===== config.mk =====
export PLATFORM = sky130hd
export DESIGN_NAME = regulator_two_enable_control
export DESIGN_NICKNAME = d
export VERILOG_FILES = /design/src/pin_synchronizer.v /design/src/regulator_two_enable_control.v
export VERILOG_INCLUDE_DIRS = /design/src
export SDC_FILE = /design/constraint.sdc
export NUM_CORES = 1
export LEC_CHECK = 0
export ABC_AREA = 1
export BUFFER_PORTS_ARGS = -buffer_cell sky130_fd_sc_hd__buf_4
export CAP_MARGIN = 20
export CORE_MARGIN = 2
export CORE_UTILIZATION = 40
export CTS_BUF_LIST = sky130_fd_sc_hd__clkbuf_16
export DETAILED_ROUTE_END_ITERATION = 10
export PLACE_DENSITY = 0.67
export REMOVE_ABC_BUFFERS = 1
export SLEW_MARGIN = 0
export SYNTH_ARGS = -nofsm -noshare
export SYNTH_HDL_FRONTEND = slang
export SYNTH_HIERARCHICAL = 1
export SYNTH_SLANG_ARGS = --single-unit

===== constraint.sdc =====
create_clock -name clk -period 1.4 [get_ports clk]
set_input_delay 0.14 -clock clk [delete_from_list [all_inputs] [get_ports clk]]
set_output_delay 0.14 -clock clk [all_outputs]
set_load 0.005 [all_outputs]

===== src/regulator_two_map.vh =====
// Register offsets, field positions and reset values for the second regulator control.
// Assumes inclusion by regulator_two_enable_control.v only; definitions only.
`ifndef REGULATOR_TWO_MAP_VH
`define REGULATOR_TWO_MAP_VH

// ********************************
// Register offsets
// ********************************
`define REG_TWO_CONFIG_ADDR 8'h14
`define REG_TWO_VOLTAGE_ADDR 8'h15

// ********************************
// Configuration register fields
// ********************************
`define CFG_SEQ_HI 7
`define CFG_SEQ_LO 5
`define CFG_RESERVED_BIT 4
`define CFG_DISCHARGE_BIT 3
`define CFG_ENSEL_HI 2
`define CFG_ENSEL_LO 1
`define CFG_MODE_BIT 0

// ********************************
// Codes and reset values
// ********************************
`define SEQ_OFF 3'h0
`define SEQ_SUPPLY 3'h1
`define SEQ_AT_0 3'h2
`define SEQ_AT_25 3'h3
`define SEQ_AT_50 3'h4
`define SEQ_SOFTWARE 3'h7
`define ENSEL_OFF 2'h0
`define ENSEL_ON 2'h1
`define ENSEL_INPUT_ZERO 2'h2
`define ENSEL_INPUT_ONE 2'h3
`define RESET_DISCHARGE 1'h0
`define RESET_ENSEL 2'h0
`define RESET_MODE 1'h0
`define RESET_VOLTAGE 5'h00
`define VOLT_HI 4
`define VOLT_LO 0
`define SYNC_STAGES 2

`endif


===== src/pin_synchronizer.v =====
// Two-flop synchroniser for a group of asynchronous pin levels.
// Assumes a free-running clk; the first stage feeds only the second.
module pin_synchronizer #(
	parameter WIDTH = 2
) (
	input wire clk,
	input wire reset_n,
	input wire clk_en,
	input wire [WIDTH-1:0] pin_level,
	output reg [WIDTH-1:0] synced_level
);

	reg [WIDTH-1:0] meta_stage;

	// ********************************
	// Two stages, cleared on reset
	// ********************************
	always @(posedge clk or negedge reset_n) begin
		if (!reset_n) begin
			meta_stage <= {WIDTH{1'b0}};
			synced_level <= {WIDTH{1'b0}};
		end else if (clk_en) begin
			meta_stage <= pin_level;
			synced_level <= meta_stage;
		end
	end

endmodule // pin_synchronizer


===== src/regulator_two_enable_control.v =====
// Enable, discharge, mode and voltage-code control for the second linear regulator.
// Assumes a simple internal byte register port on clk, boot timer milestones and
// power-state flags on clk, and the two multipurpose inputs arriving from pins.
//
// Notes on behaviour
// RQ1 - Slot is read-only 3 bits; 000 stays off, 001 on while supply present.
// RQ2 - Slots 010, 011, 100 enable at boot timer 0%, 25%, 50%.
// RQ3 - Slots 101, 110 stay off; 111 hands over to software after full span.
// RQ4 - Software enable selection is ignored unless the slot reads 111.
// RQ5 - Selection 00 disables; discharge then only in restart, shutdown or off.
// RQ6 - Selection 01 always on; 10 follows input zero regardless of input one.
// RQ7 - Selection 11 follows input one regardless of input zero.
// RQ8 - Discharge bit 0: restart, shutdown or off only; bit 1: also whenever enable falls low.
// RQ9 - Mode 0 regulates; mode 1 makes the pass device a plain on/off switch.
// RQ10 - Mode bit is latched and only takes effect while the regulator is off.
// RQ11 - Voltage register holds a 5-bit code, upper bits read zero, read/write.
// RQ12 - All sources merge into one enable, forced low in restart, shutdown, off.
`include "regulator_two_map.vh"

module regulator_two_enable_control (
	input wire clk,
	input wire rstn,
	input wire clk_en,
	input wire [7:0] reg_addr,
	input wire [7:0] reg_wdata,
	input wire reg_write,
	input wire reg_read,
	input wire [2:0] sequence_strap,
	input wire supply_present,
	input wire boot_reached_0,
	input wire boot_reached_25,
	input wire boot_reached_50,
	input wire boot_reached_100,
	input wire forced_restart_state,
	input wire shutdown_state,
	input wire off_state,
	input wire multipurpose_input_zero,
	input wire multipurpose_input_one,
	output reg [7:0] reg_rdata,
	output reg regulator_enable,
	output reg regulator_switch_active,
	output reg output_discharge,
	output reg [4:0] regulator_two_voltage_code
);

	reg rst_meta;
	reg rst_sync;
	reg strap_taken;
	reg [2:0] regulator_two_sequence_slot;
	reg regulator_two_active_discharge;
	reg [1:0] regulator_two_enable_select;
	reg regulator_two_switch_mode;
	reg next_enable;
	reg next_discharge;
	reg [7:0] next_rdata;
	wire [1:0] synced_inputs;
	wire forced_off;
	wire [7:0] config_image;
	wire software_off;

	// ********************************
	// Address decode
	// ********************************
	// Shared by the write path and the read mux
	// so the two can never decode an offset differently
	function hits_config(input [7:0] addr);
		hits_config = (addr == `REG_TWO_CONFIG_ADDR);
	endfunction

	// Voltage register decode, same reason
	function hits_voltage(input [7:0] addr);
		hits_voltage = (addr == `REG_TWO_VOLTAGE_ADDR);
	endfunction

	// ********************************
	// Reset release
	// ********************************
	// Async assert, release through two flops so all state leaves reset together
	always @(posedge clk or negedge rstn) begin
		if (!rstn) begin
			rst_meta <= 1'b0;
			rst_sync <= 1'b0;
		end else if (clk_en) begin
			rst_meta <= 1'b1;
			rst_sync <= rst_meta;
		end
	end

	// Pin inputs come from outside the clock domain
	pin_synchronizer #(
		.WIDTH(2)
	) i_pin_synchronizer (
		.clk(clk),
		.reset_n(rst_sync),
		.clk_en(clk_en),
		.pin_level({multipurpose_input_one, multipurpose_input_zero}),
		.synced_level(synced_inputs)
	);

	// ********************************
	// Sequencing slot capture
	// ********************************
	// Strap sampled once after release; an async load of a port is not allowed
	// A strap change after release is ignored until the next reset
	always @(posedge clk or negedge rst_sync) begin
		if (!rst_sync) begin
			strap_taken <= 1'b0;
			regulator_two_sequence_slot <= `SEQ_OFF;
		end else if (clk_en && !strap_taken) begin
			strap_taken <= 1'b1;
			regulator_two_sequence_slot <= sequence_strap; // [RQ1]
		end
	end

	// ********************************
	// Software registers
	// ********************************
	// Slot and reserved bit ignore writes; only the low field bits are stored
	always @(posedge clk or negedge rst_sync) begin
		if (!rst_sync) begin
			regulator_two_active_discharge <= `RESET_DISCHARGE;
			regulator_two_enable_select <= `RESET_ENSEL;
			regulator_two_switch_mode <= `RESET_MODE;
			regulator_two_voltage_code <= `RESET_VOLTAGE;
		end else if (clk_en && reg_write) begin
			if (hits_config(reg_addr)) begin
				regulator_two_active_discharge <= reg_wdata[`CFG_DISCHARGE_BIT];
				regulator_two_enable_select <= reg_wdata[`CFG_ENSEL_HI:`CFG_ENSEL_LO];
				regulator_two_switch_mode <= reg_wdata[`CFG_MODE_BIT];
			end else if (hits_voltage(reg_addr)) begin
				regulator_two_voltage_code <= reg_wdata[`VOLT_HI:`VOLT_LO]; // [RQ11]
			end
		end
	end

	// Config read image; the reserved bit always reads zero
	assign config_image = {regulator_two_sequence_slot, 1'b0, regulator_two_active_discharge,
		regulator_two_enable_select, regulator_two_switch_mode};

	// Read mux; unmapped offsets and unused bits read zero
	always @* begin
		next_rdata = 8'h00;
		if (hits_config(reg_addr)) begin
			next_rdata = config_image; // [RQ1]
		end else if (hits_voltage(reg_addr)) begin
			next_rdata = {3'h0, regulator_two_voltage_code}; // [RQ11]
		end
	end

	// Read data held until the next read strobe
	always @(posedge clk or negedge rst_sync) begin
		if (!rst_sync) begin
			reg_rdata <= 8'h00;
		end else if (clk_en && reg_read) begin
			reg_rdata <= next_rdata;
		end
	end

	// ********************************
	// Effective enable
	// ********************************
	// Any power-down state overrides every enable source
	assign forced_off = forced_restart_state | shutdown_state | off_state;

	// Software slot with selection 00 parks the rail without discharge
	assign software_off = (regulator_two_sequence_slot == `SEQ_SOFTWARE) &&
		(regulator_two_enable_select == `ENSEL_OFF); // [RQ5]

	// Slot decides first; selection only matters under the software slot
	always @* begin
		next_enable = 1'b0;
		case (regulator_two_sequence_slot)
			`SEQ_SUPPLY: next_enable = supply_present; // [RQ1]
			`SEQ_AT_0: next_enable = boot_reached_0; // [RQ2]
			`SEQ_AT_25: next_enable = boot_reached_25; // [RQ2]
			`SEQ_AT_50: next_enable = boot_reached_50; // [RQ2]
			`SEQ_SOFTWARE: begin
				if (boot_reached_100) begin // [RQ3] [RQ4]
					case (regulator_two_enable_select)
						`ENSEL_ON: next_enable = 1'b1; // [RQ6]
						`ENSEL_INPUT_ZERO: next_enable = synced_inputs[0]; // [RQ6]
						`ENSEL_INPUT_ONE: next_enable = synced_inputs[1]; // [RQ7]
						default: next_enable = 1'b0; // [RQ5]
					endcase
				end
			end
			default: next_enable = 1'b0; // [RQ1] [RQ3]
		endcase
		if (forced_off) begin
			next_enable = 1'b0; // [RQ12]
		end
	end

	// Discharge in forced-off states, or on any low enable when the option is set
	// A rail parked by software selection 00 is left undischarged on purpose
	always @* begin
		next_discharge = forced_off; // [RQ5] [RQ8]
		if (regulator_two_active_discharge && !next_enable && !software_off) begin // [RQ5]
			next_discharge = 1'b1; // [RQ8]
		end
	end

	// ********************************
	// Outputs and mode latch
	// ********************************
	// Mode only follows the register while off, so a live rail never changes type
	// Discharge resets high so the rail is pulled down until control is valid
	always @(posedge clk or negedge rst_sync) begin
		if (!rst_sync) begin
			regulator_enable <= 1'b0;
			output_discharge <= 1'b1;
			regulator_switch_active <= `RESET_MODE;
		end else if (clk_en) begin
			regulator_enable <= next_enable; // [RQ12]
			output_discharge <= next_discharge;
			if (!regulator_enable) begin
				regulator_switch_active <= regulator_two_switch_mode; // [RQ9] [RQ10]
			end
		end
	end

endmodule // regulator_two_enable_control


Yosys cells after proc, flatten, opt, wreduce, memory -nomap -nowiden

Cells that the tools add are included.

Register bits: 30
Bits of input ports: 34
Output and inout port bits: 16

Equality and inequality tests: 10
Multiplexer cells: 7
Bitwise operators: 4
Reduce and logical (&&, ||, !) cells: 13

Operators by type and width:

| kind               | count |
|---|---|
| $eq 8x5->1 const B | 2 |
| $mux 8             | 1 |
| $eq 3x2->1 const B | 2 |
| $eq 3x3->1 const B | 2 |
| $logic_and 1x1->1  | 6 |
| $mux 5             | 1 |
| $pmux 1 s5         | 1 |
| $eq 2x2->1 const B | 2 |
| $reduce_and 2->1   | 2 |
| $eq 3x1->1 const B | 1 |
| $logic_not 1->1    | 3 |
| $mux 1             | 3 |
| $pmux 1 s3         | 1 |
| $reduce_and 3->1   | 1 |
| $eq 2x1->1 const B | 1 |
| $logic_not 2->1    | 1 |
| $not 1->1          | 2 |
| $or 1x1->1         | 2 |

Logic depth before layout (Yosys ltp)

Gate-level depths: netlist of run 1.

Depth in word-level cells: 9
Depth in mapped cells: 9
Mapped depth without buffers: 9

Hierarchy

Netlist of run 1, hierarchy kept.

By module, submodules not included:

| module                       | times used | cells each | area an instance (sq um) | sequential area each (sq um) |
|---|---|---|---|---|
| regulator_two_enable_control | 1          | 154        | 1233.7                   | 651.9 |
| pin_synchronizer             | 1          | 17         | 148.9                    | 100.1 |

Worst setup path after synthesis of run 1

OpenSTA, ideal clock, no wires.

Path type: reg-to-reg
Start point: reg rst_sync (netlist name)
End point: reg rst_sync
Library setup time: 0.067 ns
Data arrival time: 1.088 ns
Required time: 1.333 ns
Path slack: 0.245 ns
Stages on the path, launching flop included: 3
Buffers on the path: 0
Period minus slack after synthesis: 1.155 ns
Cells stage by stage: dfrtp_1 nand2_1 nand2_1

RTL lines:

| element                | RTL line                          | text |
|---|---|---|
| end signal: assignment | regulator_two_enable_control.v:85 | `rst_sync <= rst_meta;` |
| end: declaration       | regulator_two_enable_control.v:47 | `reg rst_sync;` |

Worst setup path after layout of run 1

Start point: reg regulator_two_sequence_slot[2]
End point: reg output_discharge

Word-level cells in the longest chain between the ends: 7
Elaborated cells on any way between the ends: 13

RTL lines:

| element                            | RTL line                           | text |
|---|---|---|
| start: declaration                 | regulator_two_enable_control.v:49  | `reg [2:0] regulator_two_sequence_slot;` |
| start signal: assignment           | regulator_two_enable_control.v:108 | `` regulator_two_sequence_slot <= `SEQ_OFF; `` |
| start signal: assignment           | regulator_two_enable_control.v:111 | `regulator_two_sequence_slot <= sequence_strap;` |
| $eq 3x3->1 (tied with other cells) | regulator_two_enable_control.v:172 | `case (regulator_two_sequence_slot)` |
| $pmux 1 s5                         | regulator_two_enable_control.v:172 |  |
| $mux 1                             | regulator_two_enable_control.v:189 | `if (forced_off) begin` |
| $logic_not 1->1                    | regulator_two_enable_control.v:198 | `if (regulator_two_active_discharge && !next_enable && !software_off) begin` |
| $logic_and 1x1->1                  | regulator_two_enable_control.v:198 |  |
| $logic_and 1x1->1 *                | regulator_two_enable_control.v:198 |  |
| $mux 1 *                           | regulator_two_enable_control.v:198 |  |
| end signal: assignment             | regulator_two_enable_control.v:215 | `output_discharge <= next_discharge;` |
| end: declaration                   | regulator_two_enable_control.v:42  | `output reg output_discharge,` |

Mark *: on every way between the ends. The rest lies on a longest branch, timed or not.
A chain may end at the register's enable or synchronous reset.

==> results of run 1 <==
worst max-delay path by stage:
stage / startpoint / to / cells past startpoint
5_1_grt: regulator_two_sequence_slot[2]$_DFFE_PN0P_ / regulator_enable$_DFFE_PN0P_ / 7
3_3_place_gp: reg_addr[5] / regulator_two_voltage_code[0]$_DFFE_PN0P_ / 8
6_report: regulator_two_sequence_slot[2]$_DFFE_PN0P_ / output_discharge$_DFFE_PN1P_ / 6
3_5_place_dp: reg_addr[5] / regulator_two_voltage_code[3]$_DFFE_PN0P_ / 8
2_1_floorplan: rst_sync$_DFFE_PN0P_ / rst_sync$_DFFE_PN0P_ / 2
4_1_cts: regulator_two_sequence_slot[2]$_DFFE_PN0P_ / output_discharge$_DFFE_PN1P_ / 6
per-stage QoR:
step | util | total power, mW
global placement | 0.5324 | 1.092
global route | 0.5763 | 2.150
detailed placement | 0.5324 | 1.095
finish | 0.5763 | 2.049
floorplan | - | 0.9897
CTS | 0.5763 | 2.078
flip-flops by register name (all words and copies together) (netlist names), 2 cells and up:
signal                           cells
i_pin_synchronizer/meta_stage        2
regulator_two_voltage_code           5
regulator_two_enable_select          2
reg_rdata                            8
regulator_two_sequence_slot          3
i_pin_synchronizer/synced_level      2
routing by layer:
metal  global-route usage  vias up  share of wire
li1                     -      635              -
met1               0.2026      561           0.46
met2               0.2446       30           0.47
met3              0.04865        4          0.061
met4              0.07500        0          0.015
met5                    0        -              0
kinds of logic (layout without fill, tap and decap cells):
family | count (synthesis) | after routing | synth area share
mux | 1 | 1 | 0.008144
simple gates | 102 | 102 | 0.3077
buf+inv | 22 | 76 | 0.06606
compound gates | 16 | 16 | 0.07420
flops | 30 | 30 | 0.5439
cell usage in the layout (no fill, tap or decap), types with 2 or more instances in the layout:
cell       synthesis  final
a21oi_1            3      3
buf_4              0     47
clkbuf_16          0      5
clkinv_1           0      3
dfrtp_1           29     29
inv_1             18     18
inv_2              2      2
nand2_1           75     75
nand2_4            2      2
nand3_1            7      7
nor2_1            10     10
nor3_1             4      4
o21ai_0            2      2
o21ai_1            4      4
o21ai_2            4      4
o31ai_1            3      3
or2_2              2      2
final cells by class:
type	instances	area, um2	area share
multi-input cells	119	539.3	0.2804
clock inverters	3	11.26	0.005856
inverters	20	75.07	0.03904
repair buffers	48	362.8	0.1887
clock buffers	5	125.1	0.06506
flip-flops and latches	30	752.0	0.3910
well taps	46	57.56	0.02993
critical path: cells and delay by family, from the launching register on:
family | cells | cell delay (ps)
flops | 1 | 400
simple gates | 6 | 680
report_power, final:
group | leakage (nW) | total, mW | switching, mW | internal [mW]
combinational | 0.650 | 0.164 | 0.0771 | 0.0871
clock | 0.0663 | 0.970 | 0.334 | 0.636
sequential | 0.376 | 0.914 | 0.0194 | 0.895
total | 1.09 | 2.05 | 0.430 | 1.62
==> out/qor.log, run 1 <==
[timing] final setup vio count 0
[floorplanning] Top-Level Pins 50
[drt] via count of the routed design 1230
[clock_tree] Clock Pin Slew Worst Setup and Hold Paths 50 ps
[cells_and_area] finished layout cell area 1923 um2
[clock_tree] Worst-Skew Late Latency 270 ps
[yosys] main area contributors after synthesis dfrtp_1, nand2_1, inv_1
[yosys] most instantiated flip-flop cell in the synthesis netlist dfrtp_1
[global_routing] wire length of the first global-routing pass 4.912 mm
[clock_tree] clk buf depth 2
[yosys] cell count after synthesis 171
[placed_design] placed inst area 1777 um2
[yosys] sequential share of the synthesized area 0.5439
[floorplanning] starting density of the core 0.4143
[cells_and_area] share of post-route cells with drive strength above 1 0.2889
[clock_tree] total number of clock tree sinks 30
[critical_path] worst path arrival time 1360 ps
[critical_path] crit start category flip-flop
[cells_and_area] relative area change from synthesis to final layout 39.09%
[floorplanning] Total Die Area 3943 um2
[yosys] number of flops mapped to enable cells by yosys 0
[critical_path] flop-to-flop setup slack 250 ps
[floorplanning] number of rows in the core area 21
[timing] largest clock skew in the final design 2.433 ps
[yosys] area share of the largest cell type after synthesis 0.5249
[timing] worst-case hold slack 69.20 ps
[cells_and_area] Finished Layout Cells 271
[clock_tree] Post CTS Setup Buffer Count 0
[critical_path] slowest stage cell on the critical path dfrtp_1
[clock_tree] cts hold-fix bufs 1
[yosys] share of async-settable or async-resettable flops after synthesis 1.000
[flow_run] number of maximum-capacitance violations 0
[placed_design] estimated wirelength of the detail-placed design 2.156 mm
[clock_tree] number of H-tree branching levels 2
[yosys] Avg Cell Area, Syn 8.085 um2
[timing] Worst Max-Slew Pin Slew 369.5 ps
[clock_tree] Num CTS Buffers 5
[drt] number of iterations in the first detailed-routing pass 4
[min_path] worst hold stages 3
[yosys] most area-hungry cell type in the Yosys netlist dfrtp_1
[global_routing] largest net degree at the start of global routing 23
[clock_tree] TritonCTS clock tree yes
[global_routing] Overflow after GRT 0
[yosys] most frequent cell after synthesis nand2_1
[global_routing] vias in the first global route 1121
[critical_path] Max FO, Critical Path 5
[placed_design] Worst Setup Slack post-DPL 185.2 ps
[global_routing] All-Layer GR Usage 0.1582
[placed_design] Cells after DPL 262
[timing] max-slew violations 0
[critical_path] Reg2Reg Depth 6
[critical_path] Crit path required time 1610 ps
[clock_tree] root buffer selected by CTS clkbuf_16
[yosys] netlist area before placement 1383 um2
[yosys] count of different cell masters after synthesis 20
[placed_design] RD Place Congestion 0.7859
[critical_path] destination of the worst register-to-register timing path output_discharge$_DFFE_PN1P_
[yosys] flip-flop and latch count after synthesis 30
[drt] DRC violation count after routing 0
[timing] highest attainable clock frequency 0.8681 GHz
[min_path] worst hold endpoint i_pin_synchronizer/meta_stage[1]$_DFFE_PN0P_
[floorplanning] width of the die 62.79 um
[critical_path] endpoint class of the critical path flip-flop
[drt] via count normalized by instance count 4.539
[critical_path] worst flop-to-flop path startpoint regulator_two_sequence_slot[2]$_DFFE_PN0P_
[critical_path] Worst path most repeated cell nand3_1
[min_path] min-delay src multipurpose_input_one
[drt] average wire per cell in the routed design 10.42 um
[floorplanning] core area 3337 um2
[drt] Detail Route Antenna Nets 0
[timing] Hold Violations, Final 0
[cells_and_area] diode insertion count for antenna repair 0
[timing] Worst Setup Slack, final 248.1 ps
[power_and_ir_drop] highest ir drop seen on vdd 0.6495 mV
[critical_path] CP peak stage delay 400 ps
[power_and_ir_drop] PD cells 1065 nW/um2
[drt] total detailed-routing wirelength 2.823 mm
[floorplanning] vertical die dimension 62.79 um
[placed_design] PortBufs 46
[timing] period utilization 0.8228
[critical_path] chain of cells forming the critical path or2_2, nand3_1, nand3_1, nand2_1, nand3_1, nand2_1
[critical_path] worst setup path class flip-flop to flip-flop
[power_and_ir_drop] LEAKAGE 1.092 nW
[timing] relative slew slack 0.7531
[cells_and_area] number of fillers in the final layout 318
[outcome] run status finished, final reports clean
[drt] number of DRC violations after detailed-routing iteration 0 45
[timing] minimum clock period 1152 ps
[min_path] type of the most critical hold path input port to flip-flop
[cells_and_area] total number of nets in the final design 258
[yosys] Ys Warns 6
[clock_tree] number of instances resized during post-cts repair 0
[timing] RSZ-0062 raised after global routing no
[yosys] most used standard cells in the synthesized netlist nand2_1, dfrtp_1, inv_1, nor2_1, nand3_1
[timing] final sum of negative setup slack 0 ps
[global_routing] number of antenna violations at the first check in global routing 0
No activity file was read; power rests on OpenSTA's default activity.
==> run 2, diff against run 1 <==
- ABC_AREA: 1 -> 0
- clock period: 1.4 -> 1.1 ns (I/O delays scaled with it)
==> run 2 against run 1 <==
Compared with the run above: the run now ends with negative setup slack left; combinational power up 75%; utilization is 8.3 points higher; worst setup slack got worse by 320 ps; global-route usage grew 2.4 points; total power up 33%; sequential share of layout area down 2.2 points; wire length is 7.2% higher; critical path depth fell by 2; clock skew about the same; sequential power increased by 31%; via count down 18%; first-iteration DRC count fell by 47%; largest cell class unchanged.
==> out/qor.log, run 2 <==
[critical_path] destination of the worst register-to-register timing path output_discharge$_DFFE_PN1P_
[clock_tree] total number of clock tree sinks 30
[outcome] run status finished with violations
[yosys] netlist area before placement 1316 um2
[placed_design] estimated wirelength of the detail-placed design 2.220 mm
[cells_and_area] final design utilization 0.6589
[yosys] number of flops mapped to enable cells by yosys 0
[placed_design] PortBufs 46
[drt] total detailed-routing wirelength 3.027 mm
[critical_path] worst path arrival time 1360 ps
[clock_tree] TritonCTS clock tree yes
[timing] relative slew slack 0.7067
[placed_design] RD Place Congestion 0.7276
[clock_tree] Num CTS Buffers 5
[timing] Hold Violations, Final 0
[yosys] cell count after synthesis 98
[drt] number of iterations in the first detailed-routing pass 4
[yosys] flip-flop and latch count after synthesis 30
[yosys] sequential share of the synthesized area 0.5713
[critical_path] endpoint class of the critical path flip-flop
[min_path] type of the most critical hold path input port to flip-flop
[floorplanning] vertical die dimension 61.37 um
[outcome] violations in the final reports negative setup slack
[yosys] Avg Cell Area, Syn 13.43 um2
[power_and_ir_drop] LEAKAGE 0.9723 nW
[critical_path] flop-to-flop setup slack -70 ps
[drt] Detail Route Antenna Nets 0
[yosys] Ys Warns 6
[timing] period utilization 1.063
[drt] DRC violation count after routing 0
[cells_and_area] number of fillers in the final layout 268
[power_and_ir_drop] highest ir drop seen on vdd 1.054 mV
[power_and_ir_drop] NetSw 0.5556 mW
[timing] final setup vio count 7
[cells_and_area] largest register by flop count reg_rdata
[global_routing] largest net degree at the start of global routing 29
[clock_tree] clk buf depth 2
[timing] largest clock skew in the final design 2.193 ps
[power_and_ir_drop] switching part of the total power 0.2044
[global_routing] Overflow after GRT 0
[drt] average wire per cell in the routed design 14.41 um
[global_routing] All-Layer GR Usage 0.1823
[clock_tree] root buffer selected by CTS clkbuf_16
[timing] Worst Setup Slack, final -69.56 ps
[clock_tree] number of H-tree branching levels 2
[timing] RSZ-0062 raised after global routing yes
[critical_path] crit start category flip-flop
[cells_and_area] diode insertion count for antenna repair 0
[floorplanning] width of the die 61.37 um
[timing] highest attainable clock frequency 0.8550 GHz
[cells_and_area] most common library cell in the layout ignoring fill and taps buf_4
[floorplanning] number of rows in the core area 20
[drt] number of DRC violations after detailed-routing iteration 0 24
[global_routing] wire length of the first global-routing pass 4.926 mm
[critical_path] worst flop-to-flop path startpoint regulator_two_enable_select[0]$_DFFE_PN0P_
[critical_path] Crit path required time 1290 ps
[power_and_ir_drop] share of power burned in registers 0.441
[drt] via count normalized by instance count 4.781
[yosys] count of different cell masters after synthesis 28
[yosys] share of async-settable or async-resettable flops after synthesis 1.000
[timing] Worst Max-Slew Pin Slew 433.9 ps
[clock_tree] Clock Pin Slew Worst Setup and Hold Paths 50 ps
[power_and_ir_drop] PD cells 1329 nW/um2
[cells_and_area] relative area change from synthesis to final layout 55.32%
[floorplanning] core area 3103 um2
[yosys] most instantiated flip-flop cell in the synthesis netlist dfrtp_1
[cells_and_area] leading cell types in the layout, fill and taps excluded buf_4, dfrtp_1, mux2_4, nand2_1, mux2_2
[floorplanning] Total Die Area 3766 um2
[yosys] main area contributors after synthesis dfrtp_1, mux2_2, mux2_4
[min_path] worst hold endpoint regulator_two_voltage_code[4]$_DFFE_PN0P_
[yosys] most used standard cells in the synthesized netlist dfrtp_1, mux2_2, nand2_1, o21ai_0
[floorplanning] Top-Level Pins 50
[clock_tree] Worst-Skew Late Latency 270 ps
[power_and_ir_drop] part of the total power dissipated in the clock network 0.453
[yosys] area share of the largest cell type after synthesis 0.5513
[drt] via count of the routed design 1004
[critical_path] Max FO, Critical Path 3
[timing] max-slew violations 0
[cells_and_area] share of post-route cells with drive strength above 1 0.6145
[yosys] most frequent cell after synthesis dfrtp_1
[yosys] most area-hungry cell type in the Yosys netlist dfrtp_1
[min_path] min-delay src reg_wdata[4]
[global_routing] vias in the first global route 1127
[critical_path] worst setup path class flip-flop to flip-flop
[cells_and_area] total number of nets in the final design 199
[power_and_ir_drop] cell-internal power 2.163 mW
[floorplanning] starting density of the core 0.4242
[min_path] worst hold stages 2
[timing] final sum of negative setup slack -143.6 ps
[cells_and_area] largest registers reg_rdata (8), regulator_two_voltage_code (5), regulator_two_sequence_slot (3)
[power_and_ir_drop] proportion of power drawn by combinational gates 0.106
[timing] minimum clock period 1170 ps
[critical_path] Reg2Reg Depth 4
[flow_run] number of maximum-capacitance violations 0
[cells_and_area] number of flip-flops in the largest register 8
[global_routing] number of antenna violations at the first check in global routing 0
==> run 2: cell count changes after synthesis, sizes merged, moves of 5 or more <==
cell   change
mux2      +16
nand2     -69
mux2i      +5
nand3      -6
nor3       -5
nor2       -8
inv       -18
==> run 2: cells by family (layout without fill, tap and decap cells) <==
group | Yosys count | count (layout) | share of synthesized area
and+or+nand+nor | 25 | 25 | 0.1217
DFF | 30 | 30 | 0.5713
AOI/OAI and AO/OA | 16 | 16 | 0.08175
muxes | 22 | 22 | 0.1977
buffers and inverters | 5 | 73 | 0.02756
==> run 2: per-layer routing <==
layer | track usage | part of all wire
met1 | 0.2236 | 0.44
met2 | 0.3191 | 0.51
met3 | 0.04412 | 0.048
met4 | 0.05471 | 0
met5 | 0 | 0
==> run 2: layout make-up <==
type                    count  area [um2]  share of cell area
repair buffers             63       486.7              0.2381
multi-input cells          63       604.3              0.2956
flip-flops and latches     30       754.5              0.3690
clock buffers               5       125.1             0.06120
inverters                   2       7.507            0.003672
clock inverters             3       11.26            0.005508
well taps                  44       55.05             0.02693
==> run 2: per-stage QoR <==
step	hold WS, ps	setup slack [ps]	instance area, um2	cells	total power [mW]
5_1_grt	79.54	-131.4	2044	210	2.820
3_3_place_gp	-107.9	-376.4	1793	199	1.455
4_1_cts	67.50	-77.22	2017	209	2.738
3_5_place_dp	-106.5	-382.7	1793	199	1.462
6_report	74.99	-69.56	2044	210	2.718
2_1_floorplan	-185.6	-154.3	1287	95	1.284
==> run 2: how the worst max path moves through the flow <==
stage,start,endpoint,slack (ps),cells past startpoint
floorplan,rst_sync$_DFFE_PN0P_,rst_sync$_DFFE_PN0P_,-150,1
global placement,reg_addr[7],regulator_two_voltage_code[2]$_DFFE_PN0P_,-380,5
detailed placement,reg_addr[7],regulator_two_voltage_code[0]$_DFFE_PN0P_,-380,5
CTS,regulator_two_sequence_slot[2]$_DFFE_PN0P_,output_discharge$_DFFE_PN1P_,-80,5
global route,regulator_two_sequence_slot[0]$_DFFE_PN0P_,output_discharge$_DFFE_PN1P_,-130,5
finish,regulator_two_enable_select[0]$_DFFE_PN0P_,output_discharge$_DFFE_PN1P_,-70,4
==> run 2: timing repair <==
action | CTS | global route
hold buffers | 1 | 0
setup endpoints to repair | 10 | 12
setup buffers | 1 | 1
endpoints found under the hold margin | 2 | 0
pin swaps | 9 | 3
resized for setup | 17 | 7
==> run 2: power by group through the flow <==
stage / combinational [mW] / sequential (mW) / clock, mW
floorplan: 0.0813 / 1.20 / 0
global placement: 0.247 / 1.21 / 0
detailed placement: 0.252 / 1.21 / 0
CTS: 0.275 / 1.20 / 1.27
global route: 0.312 / 1.21 / 1.30
finish: 0.287 / 1.20 / 1.23
==> run 2: critical path, cell delays in order, from the launching register on <==
cell and delay [ps]:
dfrtp_1 400, and3b_2 240, nor4b_4 220, o31ai_2 100, o211a_1 140
==> run 3, diff against run 2 <==
- RECOVER_POWER: not set -> 25
==> run 3 against run 2 <==
Compared with the run above: highest routed layer unchanged; clock-buffer cell count unchanged; largest power group unchanged; via count fell by 0.20%; the flow still finishes with violations (negative setup slack); sequential share of layout area rose by 0.11 points; cell count did not move; critical path depth unchanged; register-to-register slack about the same; global-route usage did not move; utilization down 0.20 points; combinational power hardly changed; wire length increased by 0.17%; sequential cell count stayed put; first-iteration DRC count grew 8.3%.
==> out/qor.log, run 3 (synthesis gave the netlist of run 2 again) <==
[outcome] run status finished with violations
[outcome] violations in the final reports negative setup slack
[timing] relative slew slack 0.5411
[clock_tree] clk buf depth 2
[critical_path] Reg2Reg Depth 4
[critical_path] endpoint class of the critical path flip-flop
[cells_and_area] number of flip-flops in the largest register 8
[cells_and_area] diode insertion count for antenna repair 0
[cells_and_area] relative area change from synthesis to final layout 54.85%
[global_routing] wire length of the first global-routing pass 4.926 mm
[floorplanning] width of the die 61.37 um
[floorplanning] vertical die dimension 61.37 um
[cells_and_area] Finished Layout Cells 210
[critical_path] Crit path required time 1290 ps
[timing] Hold Violations, Final 0
[drt] total detailed-routing wirelength 3.032 mm
[drt] number of DRC violations after detailed-routing iteration 0 26
[power_and_ir_drop] highest ir drop seen on vdd 1.054 mV
[global_routing] All-Layer GR Usage 0.1823
[timing] RSZ-0062 raised after global routing yes
[power_and_ir_drop] PD cells 1333 nW/um2
[timing] worst-case hold slack 74.98 ps
[timing] final setup vio count 7
[drt] number of iterations in the first detailed-routing pass 4
[global_routing] largest net degree at the start of global routing 29
[critical_path] worst setup path class flip-flop to flip-flop
[floorplanning] Top-Level Pins 50
[global_routing] Overflow after GRT 0
[cells_and_area] largest registers reg_rdata (8), regulator_two_voltage_code (5), regulator_two_sequence_slot (3)
[clock_tree] Num CTS Buffers 5
[clock_tree] root buffer selected by CTS clkbuf_16
[drt] DRC violation count after routing 0
[cells_and_area] largest register by flop count reg_rdata
[cells_and_area] share of post-route cells with drive strength above 1 0.6084
[critical_path] Max FO, Critical Path 3
[floorplanning] starting density of the core 0.4242
[timing] Worst Max-Slew Pin Slew 688.3 ps
[timing] largest clock skew in the final design 2.193 ps
[floorplanning] number of rows in the core area 20
[min_path] worst hold stages 2
[placed_design] RD Place Congestion 0.7276
[timing] period utilization 1.063
[clock_tree] Clock Pin Slew Worst Setup and Hold Paths 50 ps
[critical_path] start point of the critical path regulator_two_enable_select[0]$_DFFE_PN0P_
[critical_path] worst path arrival time 1360 ps
[cells_and_area] final design utilization 0.6569
[cells_and_area] most common library cell in the layout ignoring fill and taps buf_4
[critical_path] crit start category flip-flop
[clock_tree] Worst-Skew Late Latency 270 ps
[drt] via count normalized by instance count 4.771
[placed_design] estimated wirelength of the detail-placed design 2.220 mm
[flow_run] number of maximum-capacitance violations 0
[clock_tree] number of H-tree branching levels 2
[cells_and_area] leading cell types in the layout, fill and taps excluded buf_4, dfrtp_1, mux2_4, nand2_1, mux2_2
[placed_design] Cells after DPL 199
[min_path] type of the most critical hold path input port to flip-flop
[clock_tree] total number of clock tree sinks 30
[drt] via count of the routed design 1002
[cells_and_area] total number of nets in the final design 199
[timing] highest attainable clock frequency 0.8551 GHz
[timing] max-slew violations 0
[power_and_ir_drop] LEAKAGE 0.9682 nW
[global_routing] number of antenna violations at the first check in global routing 0
[timing] minimum clock period 1170 ps
[min_path] min-delay src reg_wdata[4]
[floorplanning] core area 3103 um2
[placed_design] PortBufs 46
[clock_tree] TritonCTS clock tree yes
[timing] Worst Setup Slack, final -69.51 ps
[drt] Detail Route Antenna Nets 0
[drt] average wire per cell in the routed design 14.44 um
[global_routing] vias in the first global route 1127
[critical_path] worst flop-to-flop path startpoint regulator_two_enable_select[0]$_DFFE_PN0P_
[floorplanning] Total Die Area 3766 um2
## run 3: routing by layer
layer  GRT usage  share of wire  up-vias
li1            -              -      490
met1      0.2236           0.44      479
met2      0.3191           0.51       33
met5           0              0        -
met3     0.04412          0.047        0
met4     0.05471              0        0
## run 3: final cells by class
class	count	area [um2]
repair buffers	63	480.5
well taps	44	55.05
inverters	2	7.507
flip-flops and latches	30	754.5
fillers	268	1065
multi-input cells	63	604.3
clock inverters	3	11.26
clock buffers	5	125.1
## run 3: final timing paths
path                       slack (ps)                                            to
max in group asynchronous         220    regulator_two_sequence_slot[0]$_DFFE_PN0P_
hold reg to reg                   390  i_pin_synchronizer/meta_stage[0]$_DFFE_PN0P_
hold / removal                     70     regulator_two_voltage_code[4]$_DFFE_PN0P_
min in group asynchronous         160                          rst_meta$_DFFE_PN0P_
setup / recovery                  -70                  output_discharge$_DFFE_PN1P_
setup reg to reg                  -70                  output_discharge$_DFFE_PN1P_
## run 3: critical path: stages, from the launching register on
cell and delay, ps:
dfrtp_1 400, and3b_2 240, nor4b_4 220, o31ai_2 100, o211a_1 140
## run 3: timing repair
action | CTS | global route
setup endpoints to repair | 10 | 12
endpoints found under the hold margin | 2 | 0
hold buffers | 1 | 0
pin swaps | 9 | 3
buffers inserted | 1 | 1
resized for setup | 17 | 7
## run 3: metrics by stage
stage	cell area, um2	total power, mW	setup slack [ps]	TNS [ps]
after floorplan	1287	1.284	-154.3	-1378
after global placement	1793	1.455	-376.4	-3306
after detailed placement	1793	1.462	-382.7	-3309
after CTS	2017	2.738	-77.22	-236.1
after global routing	2038	2.819	-131.4	-723.2
final	2038	2.717	-69.51	-143.5
## run 3: where the power goes
part           switching [mW]  internal [mW]  total, mW
sequential             0.0406           1.16       1.20
clock                   0.421          0.810       1.23
combinational          0.0935          0.192      0.286
